<file path="src/core/asl_pkg.sv">
// asl_pkg: constants, register map and carrier types of the latched alarm block
// assumes a 32-bit AXI4-Lite master and one 100 MHz clock domain
package asl_pkg;

    localparam int ADDR_W = 8;
    localparam int DATA_W = 32;
    localparam int FLAG_W = 16;
    localparam int SAFETY_W = 8;

    // register byte offsets
    localparam logic [ADDR_W-1:0] OFS_FLAGS = 8'h00;
    localparam logic [ADDR_W-1:0] OFS_RAW = 8'h04;
    localparam logic [ADDR_W-1:0] OFS_MASK = 8'h08;
    localparam logic [ADDR_W-1:0] OFS_PIN = 8'h0c;

    // alarm bit positions, shared by latched, raw and mask registers
    localparam int BIT_SAFETY_FAULT_A = 15;
    localparam int BIT_SAFETY_FAULT_B = 14;
    localparam int BIT_SAFETY_WARN_A = 13;
    localparam int BIT_SAFETY_WARN_B = 12;
    localparam int BIT_CHG_OFF = 11;
    localparam int BIT_DSG_OFF = 10;
    localparam int BIT_SHUTDOWN_V = 9;
    localparam int BIT_BALANCING = 8;
    localparam int BIT_COMPLETE_SCAN = 7;
    localparam int BIT_VOLTAGE_SCAN = 6;
    localparam int BIT_WAKE = 5;
    localparam int BIT_SLEEP = 4;
    localparam int BIT_TIMER = 3;
    localparam int BIT_STARTUP = 2;
    localparam int BIT_CHG_DETECT = 1;
    localparam int BIT_FULL_RESET = 0;

    // pin status register fields
    localparam int BIT_PIN_LOW = 0;
    localparam int BIT_PIN_DRIVEN = 1;

    // reset values
    localparam logic [FLAG_W-1:0] FLAGS_RST = 16'h0001;
    localparam logic [FLAG_W-1:0] MASK_RST = 16'hffff;
    // sources whose latch does not depend on the mask
    localparam logic [FLAG_W-1:0] MASK_BYPASS = 16'h0203;

    localparam logic [1:0] RESP_OKAY = 2'h0;
    localparam logic [1:0] RESP_SLVERR = 2'h2;

    typedef struct packed {
        logic [SAFETY_W-1:0] safety_fault_a;
        logic [SAFETY_W-1:0] safety_fault_b;
        logic [SAFETY_W-1:0] safety_warn_a;
        logic [SAFETY_W-1:0] safety_warn_b;
        logic charge_driver;
        logic discharge_driver;
        logic cell_below_shutdown;
        logic stack_below_shutdown;
        logic balancing_active;
        logic complete_scan_pulse;
        logic voltage_scan_pulse;
        logic wake_pulse;
        logic sleep_entry_pulse;
        logic timer_expired_pulse;
        logic startup_done_pulse;
        logic charger_detect_deb;
        logic full_reset_ind;
    } asl_src_s;

    typedef struct packed {
        logic [ADDR_W-1:0] awaddr;
        logic [2:0] awprot;
        logic awvalid;
        logic [DATA_W-1:0] wdata;
        logic [3:0] wstrb;
        logic wvalid;
        logic bready;
        logic [ADDR_W-1:0] araddr;
        logic [2:0] arprot;
        logic arvalid;
        logic rready;
    } asl_axi_req_s;

    typedef struct packed {
        logic awready;
        logic wready;
        logic [1:0] bresp;
        logic bvalid;
        logic arready;
        logic [DATA_W-1:0] rdata;
        logic [1:0] rresp;
        logic rvalid;
    } asl_axi_rsp_s;

endpackage

</file>
<file path="src/core/asl_alarm_latch.sv">
// asl_alarm_latch: sticky alarm flags with mask, raw view and open-drain alert
// assumes synchronous source inputs and an AXI4-Lite master on ref_clk
//
// Notes on behaviour
// - sixteen sticky flags; any set pulls alert low
// - writing one clears a flag; zero keeps
// - bit 15 latches on safety fault A
// - bit 14 latches on safety fault B
// - bit 13 latches on safety warning A
// - bit 12 latches on safety warning B
// - bit 11 latches while charge driver off
// - bit 10 latches while discharge driver off
// - bit 9 latches on shutdown voltage, unmasked
// - bit 8 latches while balancing active
// - bit 7 latches on complete scan done
// - bit 6 latches on voltage scan done
// - bit 5 latches on wake from sleep
// - bit 4 latches on sleep entry
// - bit 3 latches on timer expiry
// - bit 2 latches on startup sequence done
// - bit 1 latches on each charger detect toggle
// - bit 0 latches on full reset indication
// - raw source values readable; only selected latch, except bits 9, 1 and 0, which latch regardless of mask
// - writable mask selects latching sources, configurable default
// - alert released, not driven high, when clear
`timescale 1ns/1ps

module asl_alarm_latch
    import asl_pkg::*;
#(
    parameter logic [asl_pkg::FLAG_W-1:0] DEFAULT_ALARM_MASK = asl_pkg::MASK_RST
)
(
    // clock and reset
    input wire logic ref_clk,
    input wire logic nrst,
    // alarm sources
    input asl_pkg::asl_src_s src,
    // register bus
    input asl_pkg::asl_axi_req_s axi_req,
    output asl_pkg::asl_axi_rsp_s axi_rsp,
    // open-drain alert pin
    input wire logic alert_n_in,
    output logic alert_n_out,
    output logic alert_n_oe
);
    import asl_pkg::*;

    // raw source view
    logic [FLAG_W-1:0] raw_view;
    logic [FLAG_W-1:0] latch_src;
    logic [FLAG_W-1:0] enable_eff;
    logic [FLAG_W-1:0] set_vec;
    logic [FLAG_W-1:0] clr_vec;
    logic [FLAG_W-1:0] wr_lanes;
    logic cd_toggle;

    // registers
    logic [FLAG_W-1:0] flags_r;
    logic [FLAG_W-1:0] flags_nxt;
    logic [FLAG_W-1:0] mask_r;
    logic [FLAG_W-1:0] mask_nxt;
    logic [FLAG_W-1:0] raw_r;
    logic cd_prev_r;
    logic cd_seen_r;
    logic pin_low_r;
    logic alert_oe_r;
    logic alert_out_r;

    // write channel state
    logic aw_full_r;
    logic aw_full_nxt;
    logic w_full_r;
    logic w_full_nxt;
    logic [ADDR_W-1:0] aw_addr_r;
    logic [DATA_W-1:0] w_data_r;
    logic [3:0] w_strb_r;
    logic awready_r;
    logic awready_nxt;
    logic wready_r;
    logic wready_nxt;
    logic bvalid_r;
    logic bvalid_nxt;
    logic [1:0] bresp_r;
    logic [1:0] bresp_nxt;

    // read channel state
    logic arready_r;
    logic rvalid_r;
    logic [DATA_W-1:0] rdata_r;
    logic [1:0] rresp_r;

    // handshakes and decode
    wire aw_hs = axi_req.awvalid & awready_r;
    wire w_hs = axi_req.wvalid & wready_r;
    wire b_hs = bvalid_r & axi_req.bready;
    wire ar_hs = axi_req.arvalid & arready_r;
    wire r_hs = rvalid_r & axi_req.rready;
    wire wr_do = aw_full_r & w_full_r & ~bvalid_r;
    wire wr_flags = wr_do & (aw_addr_r == OFS_FLAGS);
    wire wr_mask = wr_do & (aw_addr_r == OFS_MASK);
    wire wr_hit = (aw_addr_r == OFS_FLAGS) | (aw_addr_r == OFS_MASK)
        | (aw_addr_r == OFS_RAW) | (aw_addr_r == OFS_PIN);
    wire rd_flags = axi_req.araddr == OFS_FLAGS;
    wire rd_raw = axi_req.araddr == OFS_RAW;
    wire rd_mask = axi_req.araddr == OFS_MASK;
    wire rd_pin = axi_req.araddr == OFS_PIN;
    wire rd_hit = rd_flags | rd_raw | rd_mask | rd_pin;
    wire [FLAG_W-1:0] pin_word = {{(FLAG_W-2){1'b0}}, alert_oe_r, pin_low_r};
    wire [FLAG_W-1:0] rd_word = rd_flags ? flags_r
        : rd_raw ? raw_r
        : rd_mask ? mask_r
        : rd_pin ? pin_word
        : '0;
    wire [DATA_W-1:0] rd_data = {{(DATA_W-FLAG_W){1'b0}}, rd_word};

    // raw view: what each source shows right now
    assign raw_view[BIT_SAFETY_FAULT_A] = |src.safety_fault_a;
    assign raw_view[BIT_SAFETY_FAULT_B] = |src.safety_fault_b;
    assign raw_view[BIT_SAFETY_WARN_A] = |src.safety_warn_a;
    assign raw_view[BIT_SAFETY_WARN_B] = |src.safety_warn_b;
    assign raw_view[BIT_CHG_OFF] = ~src.charge_driver;
    assign raw_view[BIT_DSG_OFF] = ~src.discharge_driver;
    assign raw_view[BIT_SHUTDOWN_V] = src.cell_below_shutdown | src.stack_below_shutdown;
    assign raw_view[BIT_BALANCING] = src.balancing_active;
    assign raw_view[BIT_COMPLETE_SCAN] = src.complete_scan_pulse;
    assign raw_view[BIT_VOLTAGE_SCAN] = src.voltage_scan_pulse;
    assign raw_view[BIT_WAKE] = src.wake_pulse;
    assign raw_view[BIT_SLEEP] = src.sleep_entry_pulse;
    assign raw_view[BIT_TIMER] = src.timer_expired_pulse;
    assign raw_view[BIT_STARTUP] = src.startup_done_pulse;
    assign raw_view[BIT_CHG_DETECT] = src.charger_detect_deb;
    assign raw_view[BIT_FULL_RESET] = src.full_reset_ind;

    // the raw view of bit 1 is the detector level, but what latches is its change
    // the first sample after reset only seeds the history, so reset itself is no toggle
    assign cd_toggle = cd_seen_r & (src.charger_detect_deb != cd_prev_r);

    always_comb
    begin
        latch_src = raw_view;
        latch_src[BIT_CHG_DETECT] = cd_toggle;
    end

    // shutdown voltage, detector toggle and reset indication latch regardless of mask
    assign enable_eff = mask_r | MASK_BYPASS;
    assign set_vec = latch_src & enable_eff;

    // byte lanes of the write strobe
    assign wr_lanes = {{8{w_strb_r[1]}}, {8{w_strb_r[0]}}};
    assign clr_vec = wr_flags ? (w_data_r[FLAG_W-1:0] & wr_lanes) : '0;

    // per-bit sticky flag update
    genvar gi;
    generate
        for (gi = 0; gi < FLAG_W; gi = gi + 1)
        begin : g_flag
            // set term last, so a same-cycle clear never hides an event
            assign flags_nxt[gi] = (flags_r[gi] & ~clr_vec[gi]) | set_vec[gi];
        end
    endgenerate

    assign mask_nxt = wr_mask ? ((mask_r & ~wr_lanes) | (w_data_r[FLAG_W-1:0] & wr_lanes)) : mask_r;

    always_ff @(posedge ref_clk or negedge nrst)
    begin
        if (!nrst)
        begin
            flags_r <= FLAGS_RST;
            mask_r <= DEFAULT_ALARM_MASK;
            raw_r <= '0;
            cd_prev_r <= 1'b0;
            cd_seen_r <= 1'b0;
        end
        else
        begin
            flags_r <= flags_nxt;
            mask_r <= mask_nxt;
            raw_r <= raw_view;
            cd_prev_r <= src.charger_detect_deb;
            cd_seen_r <= 1'b1;
        end
    end

    // alert pin: pulled low while any flag is set, otherwise released
    always_ff @(posedge ref_clk or negedge nrst)
    begin
        if (!nrst)
        begin
            alert_oe_r <= 1'b1;
            alert_out_r <= 1'b0;
            pin_low_r <= 1'b0;
        end
        else
        begin
            alert_oe_r <= |flags_nxt;
            alert_out_r <= 1'b0;
            pin_low_r <= ~alert_n_in;
        end
    end

    assign alert_n_oe = alert_oe_r;
    assign alert_n_out = alert_out_r;

    // write path: address and data taken in either order, one write at a time
    assign aw_full_nxt = (aw_full_r | aw_hs) & ~wr_do;
    assign w_full_nxt = (w_full_r | w_hs) & ~wr_do;
    assign bvalid_nxt = wr_do | (bvalid_r & ~b_hs);
    assign bresp_nxt = wr_do ? (wr_hit ? RESP_OKAY : RESP_SLVERR) : bresp_r;
    assign awready_nxt = ~aw_full_nxt & ~bvalid_nxt;
    assign wready_nxt = ~w_full_nxt & ~bvalid_nxt;

    always_ff @(posedge ref_clk or negedge nrst)
    begin
        if (!nrst)
        begin
            aw_full_r <= 1'b0;
            w_full_r <= 1'b0;
            awready_r <= 1'b0;
            wready_r <= 1'b0;
            bvalid_r <= 1'b0;
            bresp_r <= RESP_OKAY;
        end
        else
        begin
            aw_full_r <= aw_full_nxt;
            w_full_r <= w_full_nxt;
            awready_r <= awready_nxt;
            wready_r <= wready_nxt;
            bvalid_r <= bvalid_nxt;
            bresp_r <= bresp_nxt;
        end
    end

    // payload capture has no reset; it is only read once its full flag is set
    always_ff @(posedge ref_clk)
    begin
        if (aw_hs)
        begin
            aw_addr_r <= axi_req.awaddr;
        end
        if (w_hs)
        begin
            w_data_r <= axi_req.wdata;
            w_strb_r <= axi_req.wstrb;
        end
    end

    // read path: data registered on the address handshake
    always_ff @(posedge ref_clk or negedge nrst)
    begin
        if (!nrst)
        begin
            arready_r <= 1'b0;
            rvalid_r <= 1'b0;
            rdata_r <= '0;
            rresp_r <= RESP_OKAY;
        end
        else if (ar_hs)
        begin
            arready_r <= 1'b0;
            rvalid_r <= 1'b1;
            rdata_r <= rd_data;
            rresp_r <= rd_hit ? RESP_OKAY : RESP_SLVERR;
        end
        else if (r_hs)
        begin
            arready_r <= 1'b1;
            rvalid_r <= 1'b0;
        end
        else if (!rvalid_r)
        begin
            arready_r <= 1'b1;
        end
    end

    assign axi_rsp.awready = awready_r;
    assign axi_rsp.wready = wready_r;
    assign axi_rsp.bresp = bresp_r;
    assign axi_rsp.bvalid = bvalid_r;
    assign axi_rsp.arready = arready_r;
    assign axi_rsp.rdata = rdata_r;
    assign axi_rsp.rresp = rresp_r;
    assign axi_rsp.rvalid = rvalid_r;

endmodule

</file>
<file path="config.mk">
export PLATFORM = sky130hd
export DESIGN_NAME = asl_alarm_latch
export DESIGN_NICKNAME = d
export VERILOG_FILES = /design/src/core/asl_pkg.sv /design/src/core/asl_alarm_latch.sv
export SDC_FILE = /design/constraint.sdc
export NUM_CORES = 1
export LEC_CHECK = 0
export BUFFER_PORTS_ARGS = -buffer_cell sky130_fd_sc_hd__buf_2
export CAP_MARGIN = 20
export CELL_PAD_IN_SITES_DETAIL_PLACEMENT = 1
export CELL_PAD_IN_SITES_GLOBAL_PLACEMENT = 1
export CORE_ASPECT_RATIO = 1.4
export CORE_MARGIN = 2
export CORE_UTILIZATION = 41
export DETAILED_ROUTE_END_ITERATION = 10
export GPL_ROUTABILITY_DRIVEN = 1
export PLACE_DENSITY = 0.8
export SLEW_MARGIN = 20
export SYNTH_ARGS = -nofsm -noshare
export SYNTH_HDL_FRONTEND = slang
export SYNTH_SLANG_ARGS = --single-unit
export TNS_END_PERCENT = 20
</file>
<file path="constraint.sdc">
create_clock -name ref_clk -period 4.2 [get_ports ref_clk]
set_input_delay 0.42 -clock ref_clk [delete_from_list [all_inputs] [get_ports ref_clk]]
set_output_delay 0.42 -clock ref_clk [all_outputs]
set_load 0.03 [all_outputs]
</file>
# Word level (Yosys, flattened, before mapping)
# Index checks and enable logic that the tools add are counted.
# W data, S select, Z words.
[totals]
register_bits = 105
latchBits = 0
ram_bits = 0
mem_bits_ro = 0
out_inout_bits = 43
elab_cells = 135
mem_count = 0
[op_classes]
addsub = 0
n_mul = 0
div = 0
order_cmp = 0
eq_ne = 8
shift = 0
muxes = 12
n_bitwise = 87
reduce_logical = 8
[ops]
columns = ["cell", "count"]
rows = [
  ["$mux W16", 4],
  ["$and A16 B16 Y16", 3],
  ["$eq A8 B4 Y1 const B", 4],
  ["$reduce_or A8 Y1", 4],
  ["$and A1 B1 Y1", 31],
  ["$or A1 B1 Y1", 26],
  ["$not A1 Y1", 25],
  ["$eq A8 B3 Y1 const B", 2],
  ["$logic_not A8 Y1", 2],
  ["$not A16 Y16", 1],
  ["$or A16 B16 Y16", 1],
  ["$reduce_or A16 Y1", 1],
  ["$mux W2", 3],
  ["$mux W1", 5],
  ["$ne A3 B1 Y1 const B", 1],
  ["$reduce_bool A2 Y1", 1],
  ["$ne A1 B1 Y1", 1],
]

# Longest topological paths before layout
# Gate-level depths: netlist of the first run.
[depth]
depth_word = 8
mapped_depth = 7

# Worst setup path after synthesis of the first run
# Ideal clock, no wire load.
[synth_timing]
path_kind = "reg2reg"
start = "register aw_addr_r[1]"
end = "register alert_oe_r (netlist: alert_n_oe)"
arrival_time_ns = 1.957
required_ns = 4.109
path_slack_ns = 2.152
stages_incl_launch_ff = 8
path_buffers = 1
period_less_slack_ns = 2.048
path_cell_list = "edfxtp_1 or4_4 or4_4 buf_6 a21oi_2 a21oi_1 nor3_2 nand4b_1"
[synth_via]
elab_chain_cells = 7
elab_cells_between_ends = 52
classes_between = "mux: 1; bitwise: 49; reduce/logical: 2"
[synth_lines]
columns = ["item", "line", "source"]
rows = [
  ["start, declared", "asl_alarm_latch.sv:75", "logic [ADDR_W-1:0] aw_addr_r;"],
  ["start signal, assigned", "asl_alarm_latch.sv:240", "aw_addr_r <= axi_req.awaddr;"],
  ["$logic_not A8 Y1 (*)", "asl_alarm_latch.sv:100", "wire wr_flags = wr_do & (aw_addr_r == OFS_FLAGS);"],
  ["$and A1 B1 Y1 (*)", "asl_alarm_latch.sv:100", ""],
  ["$mux W16 (*)", "asl_alarm_latch.sv:151", "assign clr_vec = wr_flags ? (w_data_r[FLAG_W-1:0] & wr_lanes) : '0;"],
  ["$not A1 Y1", "asl_alarm_latch.sv:159", "assign flags_nxt[gi] = (flags_r[gi] & ~clr_vec[gi]) | set_vec[gi];"],
  ["$and A1 B1 Y1", "asl_alarm_latch.sv:159", ""],
  ["$or A1 B1 Y1", "asl_alarm_latch.sv:159", ""],
  ["$reduce_or A16 Y1 (*)", "asl_alarm_latch.sv:196", "alert_oe_r <= |flags_nxt;"],
  ["end signal, assigned", "asl_alarm_latch.sv:196", ""],
  ["end, declared", "asl_alarm_latch.sv:67", "logic alert_oe_r;"],
]
# Mark *: on every way between the ends. The rest lies on a longest branch, timed or not.
# A chain may end at the register's enable or synchronous reset.

# Final worst setup path of the first run
[layout_timing]
start = "register aw_addr_r[1]"
end = "register alert_oe_r (netlist: alert_n_oe)"
[layout_via]
elab_chain_cells = 7
elab_cells_between_ends = 52
classes_between = "mux: 1; bitwise: 49; reduce/logical: 2"
[layout_lines]
columns = ["item", "line", "source"]
rows = [
  ["$logic_not A8 Y1", "asl_alarm_latch.sv:100", ""],
  ["$and A1 B1 Y1", "asl_alarm_latch.sv:100", ""],
  ["$mux W16", "asl_alarm_latch.sv:151", ""],
  ["$not A1 Y1", "asl_alarm_latch.sv:159", ""],
  ["$and A1 B1 Y1", "asl_alarm_latch.sv:159", ""],
  ["$or A1 B1 Y1", "asl_alarm_latch.sv:159", ""],
  ["net flags_nxt[14]", "asl_alarm_latch.sv:60", "logic [FLAG_W-1:0] flags_nxt;"],
  ["$reduce_or A16 Y1", "asl_alarm_latch.sv:196", ""],
]
# The timed path passes the listed nets, and every way through them passes these cells.

==> results of run 1 <==
## logic make-up (layout without fill, tap and decap cells)
family                    after synthesis  after routing  share of synthesized area (%)
and+or+nand+nor                       104            104                           13.1
DFF                                   102            102                           63.8
AOI/OAI and AO/OA                      64             64                           11.1
buffers and inverters                  45            141                           6.34
muxes                                  18             18                           5.31
other                                   2             20                          0.177
xor gates and xnor gates                1              1                          0.207
## report_power, final
group          internal [mW]  switching (mW)
registers               1.17          0.0848
logic                  0.143           0.295
clock network          0.450           0.349
total                   1.76           0.729
## worst max-delay path by stage
stage	from	endpoint	slack, ps	cells past startpoint
2_1_floorplan	aw_addr_r[1]	alert_n_oe	2150	7
3_3_place_gp	aw_addr_r[1]	alert_n_oe	1890	6
3_5_place_dp	aw_addr_r[1]	alert_n_oe	1820	6
4_1_cts	aw_addr_r[1]	alert_n_oe	1790	6
5_1_grt	aw_addr_r[1]	alert_n_oe	1680	6
6_report	aw_addr_r[1]	alert_n_oe	1790	6
## metal layers
metal,track usage [%],vias up
li1,-,1384
met1,22.5,1479
met2,36.7,94
met3,4.96,11
met4,6.52,0
met5,0,-
## placed cells by master, fill, tap and decap left out, types with 2 or more instances in the layout
cell	n
dfstp_2	18
nor4_1	10
conb_1	20
or3b_2	2
and2_1	3
nand2_1	37
clkbuf_16	10
or4_4	2
edfxtp_1	26
a21oi_1	17
nand3b_1	2
nor3b_1	2
o21ai_0	7
nor3_1	4
nor2_1	25
and3_1	2
a22o_2	3
mux4_2	2
a22o_1	7
clkinv_2	4
mux2_2	16
dfrtp_1	58
nor4_4	2
inv_1	12
a21o_1	3
a22oi_1	2
a221oi_1	14
buf_2	109
a221o_2	2
buf_4	4
nor2b_1	5
## through the flow
| step | hold WS [ps] | setup WS [ps] |
|---|---|---|
| floorplan | 124 | 2150 |
| finish | 202 | 1790 |
| global route | 195 | 1680 |
| CTS | 195 | 1790 |
| global placement | 470 | 1890 |
| detailed placement | 497 | 1820 |
## layout make-up
cell class	instances	area, sq um	area share (%)
clock buffers	12	268	5.23
clock inverters	4	20.0	0.391
inverters	12	45.0	0.880
multi-input cells	207	1330	26.1
flip-flops and latches	102	2710	52.9
well taps	135	169	3.30
repair buffers	113	576	11.2
## worst max-delay path: stages, from the launching register on
cell      delay (ps)
edfxtp_1         380
or4_4            600
nor4_4           570
nand2_1          110
a22o_2           320
nor3_2           200
nand4b_1         120
==> summary.md, run 1 <==
| Metric | Value |
|---|---|
| Outcome | finished clean |
| WL final | between 10000 and 15000 microns |
| Synth top area share | between 30% and 40% |
| Worst setup SP type | flop |
| Cell row count | 43 |
| Filler cells | 1118 |
| CP max FO | 6 |
| CTS Buffer Depth | 2 |
| Critical path arrival | 2660 ps |
| Worst vdd ir | between 200 and 300 uV |
| Routed len/inst | 18.1 microns |
| Fin crit share | 57.3% |
| CTS Root Cell | clkbuf_16 |
| Worst R2R Start | aw_addr_r[1] |
| DRC | 0 |
| 1st-pass router iterations | 4 |
| Synth cell count leaders | dfrtp_1, nand2_1, edfxtp_1, nor2_1, buf_4 |
| # setup viols final | 0 |
| Post-CTS Hold Buffers | 0 |
| Clock insertion delay at the later pin of the skew report | 340 ps |
| Met1 WL | 4100 microns |
| Clock Sinks | 102 |
| Hold path depth | 1 |
| Fin area | 5120 sq um |
| Vias | 2968 |
| Count of cells resized by post-cts repair | 0 |
| Global-route wire length before repair | 17300 microns |
| Layout Utilization | around half |
| Top sig layer | met4 |
| Final Hold Vio Count | 0 |
| Ant. Diodes | 0 |
| # IOs | 154 |
| Met3 WL | 585 microns |
| Layout cells sized above 1 | 40.4% |
| R2R Setup Slk | 1790 ps |
| Placer congestion estimate | 0.865 |
| HPWL after DPL | 7760 microns |
| Metal2 WL | about 5800 microns |
| Max-slew headroom | a little under two fifths |
| Vias in the first global route | 3372 |
| Top-count cell post-synth | dfrtp_1 |
| Die Area | between 10000 and 15000 sq um |
| Initial core utilization | 42.4% |
| Max_cap viols | 0 |
| Ranking of synthesized cells by area | dfrtp_1, edfxtp_1, dfstp_2 |
| Final TNS setup | 0 ps |
| Via/cell ratio | 5.07 |
| Die Ht | between 100 and 150 microns |
| H-Tree Depth | 3 |
| RR Endpoint | alert_n_oe |
| Post-Syn Area | between 4000 and 5000 sq um |
| Area grow syn2layout | 20.7% |
| Number of synthesized flops with an enable pin | 26 |
| Largest net degree at the start of global routing | 77 |
| Synth Flop Type | dfrtp_1 |
| 1st-iter DRT viols | ~130 |
| Final min period | 2410 ps |
| Power density over the cells | 487 nW/um^2 |
| Max Clk Rate | ~420 MHz |
| Tightest Hold Check Type | input pin to flop |
| Post-placement cell count | 569 |
| Sequential share of the synthesized area | 63.8% |
| Post-synthesis register bit count | about 100 |
| Asr flop ratio synth | 74.5% |
| Actual slew at the worst max-slew pin | 942 ps |
| RSZ-0062 raised after global routing | no |
| Top cell type by total area after synthesis | dfrtp_1 |
| Power Total | 2.49 mW |
| Worst EP required | 4450 ps |
| # nets final | 556 |
| Post-CTS Setup Bufs | 0 |
| Antenna violations before repair | 0 |
| CP endpoint kind | flop |
| CTS Buf Count | 9 |
| Yosys warns | 0 |
| Crit Path Category | flop to flop |
| Cells after synthesis | roughly 340 |
| Horiz. Die Dim | 90.0 microns |
| Hold-critical path endpoint | raw_r[0] |
| Core Box Area | 10000 sq um |
| IO buf count | 110 |
| Clk slew on worst S/H paths | 70 ps |
| Synth cell types | a little under 50 |
| Setup Skew | 6.14 ps |
| Max Slew Vio Count | 0 |
| Remaining antenna violation count | 0 |
| Syn_area_per_cell | 12.6 sq um |
| Global Route Usage Sum | 20.0% |
| Final cell count without fillers | 585 |
| Area after DPL | between 4000 and 5000 sq um |
| Hold Path Origin | src[0] |
| TritonCTS clock tree | built |
| Leak | 2.24 nW |
| Cells on worst reg2reg path | 6 |
| Gr ovfl total | 0 |
No activity file was read; power rests on OpenSTA's default activity.
==> inputs of run 2 (changes only) <==
- ABC_AREA: not set -> 1
- CORE_UTILIZATION: 41 -> 34
- PLACE_DENSITY: 0.8 -> 0.72
- clock period: 4.2 -> 2.2 ns (I/O delays scaled with it)
==> run 2 against run 1 <==
Routed wire length about the same. Die area increased by 29%. Count of clock-buffer cells in the layout decreased by 3. Core utilization fell by 9.5 points. Final cell count is 33% higher. Synthesized area rose by 7.9%. Critical endpoint unchanged. Global-route usage decreased by 4.2 points. Via count rose by 15%. Critical path type unchanged. Hold slack got worse by 190 ps. Highest routed layer unchanged.
==> summary.md, run 2 <==
| Metric | Value |
|---|---|
| Area grow syn2layout | 20.8% |
| Leak | 2.64 nW |
| Post-CTS Setup Bufs | 0 |
| Ant. Diodes | 0 |
| Top-count cell post-synth | nand2_1 |
| WL final | ~11000 microns |
| Layout cells sized above 1 | 33.4% |
| Largest net degree at the start of global routing | 41 |
| Routed len/inst | 13.7 microns |
| Asr flop ratio synth | 74.5% |
| Critical path arrival | roughly 2000 ps |
| # nets final | ~700 |
| Vias | 3425 |
| Final Hold Vio Count | 0 |
| R2R Setup Slk | 500 ps |
| Horiz. Die Dim | 102 microns |
| Gr ovfl total | 0 |
| Actual slew at the worst max-slew pin | about 630 ps |
| Power density over the cells | 814 nW/um^2 |
| Post-Syn Area | 4570 sq um |
| Remaining antenna violation count | 0 |
| Setup Skew | 7.65 ps |
| Worst R2R Start | bvalid_r |
| Die Ht | 141 microns |
| IO buf count | between 100 and 150 |
| DRC | 0 |
| Vias in the first global route | 3700 |
| Max-slew headroom | approximately three fifths |
| Cells after synthesis | 475 |
| Synth Flop Type | dfrtp_1 |
| Fin crit share | 77.5% |
| Worst setup SP type | flop |
| TritonCTS clock tree | built |
| Max_cap viols | 0 |
| Worst Path Buf+Inv | 1 |
| Most common cell on crit path | nand2_1 |
| Antenna violations before repair | 0 |
| Final min period | approximately 1700 ps |
| Clock insertion delay at the later pin of the skew report | 350 ps |
| Tightest Hold Check Type | input pin to flop |
| Syn_area_per_cell | a little under 10 sq um |
| Crit-path slowest cell | dfrtp_1 |
| CP max FO | 16 |
| Die Area | 14400 sq um |
| CP endpoint kind | flop |
| Max Clk Rate | roughly 590 MHz |
| # IOs | roughly 150 |
| # setup viols final | 0 |
| Hold Path Origin | src[8] |
| Core Box Area | 13300 sq um |
| Max Slew Vio Count | 0 |
| Layout Utilization | 41.7% |
| Clk slew on worst S/H paths | 70 ps |
| Post-synthesis register bit count | just over 100 |
| Final TNS setup | 0 ps |
| Critical Path Max Stage Delay | 390 ps |
| Global-route wire length before repair | 17600 microns |
| CTS Buffer Depth | 2 |
| Via/cell ratio | 4.41 |
| Worst vdd ir | 683 uV |
| Hold-critical path endpoint | raw_r[8] |
| Most frequent cells in the layout | nand2_1, buf_2, dfrtp_1 |
| Most common cell after layout, fill and taps aside | nand2_1 |
| Global Route Usage Sum | between 10% and 20% |
| Largest delay share family, worst path | simple AND/OR/NAND/NOR gates |
| Yosys warns | 0 |
| Top cell type by total area after synthesis | dfrtp_1 |
| Worst EP required | 2470 ps |
| H-Tree Depth | 3 |
| RSZ-0062 raised after global routing | no |
| Outcome | finished clean |
| Crit Path Category | flop to flop |
| Synth cell count leaders | nand2_1, dfrtp_1, inv_1, nor2_1, edfxtp_1 |
| CP Cell Sequence | inv_1 > nand3_4 > nor2_4 > nand3b_1 > nand2_1 > nand2_1 > nor2_1 > nand2_1 > nor2_1 > nand2_1 |
| CTS Root Cell | clkbuf_16 |
| RR Endpoint | alert_n_oe |
| Placer congestion estimate | 0.761 |
| Sequential share of the synthesized area | 59.1% |
| Synth top area share | between 30% and 40% |
| 1st-iter DRT viols | 164 |
| Count of cells resized by post-cts repair | 0 |
| Cells on worst reg2reg path | 10 |
| Number of synthesized flops with an enable pin | 26 |
| HPWL after DPL | about 8200 microns |
| Clock Sinks | 102 |
| Hold path depth | 1 |
| Power Total | 4.49 mW |
| Synth cell types | 32 |
| CTS Buf Count | 9 |
| 1st-pass router iterations | 4 |
| Initial core utilization | between 30% and 40% |
| Ranking of synthesized cells by area | dfrtp_1, edfxtp_1, nand2_1 |
| Cell row count | 50 |
## run 2: cell types whose count changed in the layout (fill, tap and decap cells not counted), moves of 11 or more
cell	delta
nand3_1	+19
a21oi_1	-11
nand2_1	+120
mux2_2	-16
o21ai_2	+16
inv_1	+29
nand2_2	+11
nor2_1	+11
a221oi_1	-14
## run 2: cell families (layout without fill, tap and decap cells)
group,count (synthesis),after routing,synth area share [%]
and+or+nand+nor,260,260,26.2
buffers and inverters,79,181,9.52
DFF,102,102,59.1
other,2,20,0.164
AOI/OAI and AO/OA,32,32,4.95
## run 2: area by class of cell
cell class	count	area, sq um
Multi-Input combinational cell	312	1500
Sequential cell	102	2710
Fill cell	1616	7740
Inverter	43	161
Timing Repair Buffer	122	656
Tap cell	182	228
Clock buffer	9	225
Clock inverter	7	47.5
## run 2: worst max path at each step
stage | startpoint | endpoint | cells past startpoint
global placement | bvalid_r | alert_n_oe | 10
finish | bvalid_r | alert_n_oe | 10
global route | bvalid_r | alert_n_oe | 10
CTS | bvalid_r | alert_n_oe | 10
detailed placement | axi_req[6] | rdata_r[13] | 10
floorplan | aw_addr_r[1] | alert_n_oe | 10
## run 2: worst reg2reg max path: cells and delay by family (launching register included)
family                 cells  cell delay (ps)
and+or+nand+nor            9             1150
buffers and inverters      1              110
DFF                        1              390
## run 2: what timing repair did
item | in CTS | in global routing
setup endpoints to repair | 0 | 0
hold endpoints to repair | 31 | 0
hold buffers | 5 | 0
## run 2: report_power, final
group          internal (mW)  switching, mW  total (mW)
Clock                  0.770          0.703        1.47
Combinational          0.228          0.510       0.738
Sequential              2.17          0.117        2.28
Total                   3.17           1.33        4.49
## run 2: routing by layer
layer	track usage [%]	part of all wire, %	up-vias
met1	18.4	41	1645
met5	0	0	-
li1	-	-	1686
met2	28.0	53	86
met4	5.61	1.5	0
met3	3.32	4.5	8
## run 2: per-stage QoR
stage	setup WS [ps]	hold WS (ps)	area [sq um]	instances
3_5_place_dp	420	231	5200	756
2_1_floorplan	781	-75.6	4640	493
4_1_cts	448	1.63	5520	777
3_3_place_gp	522	223	5200	756
5_1_grt	225	4.61	5520	777
6_report	495	11.4	5520	777
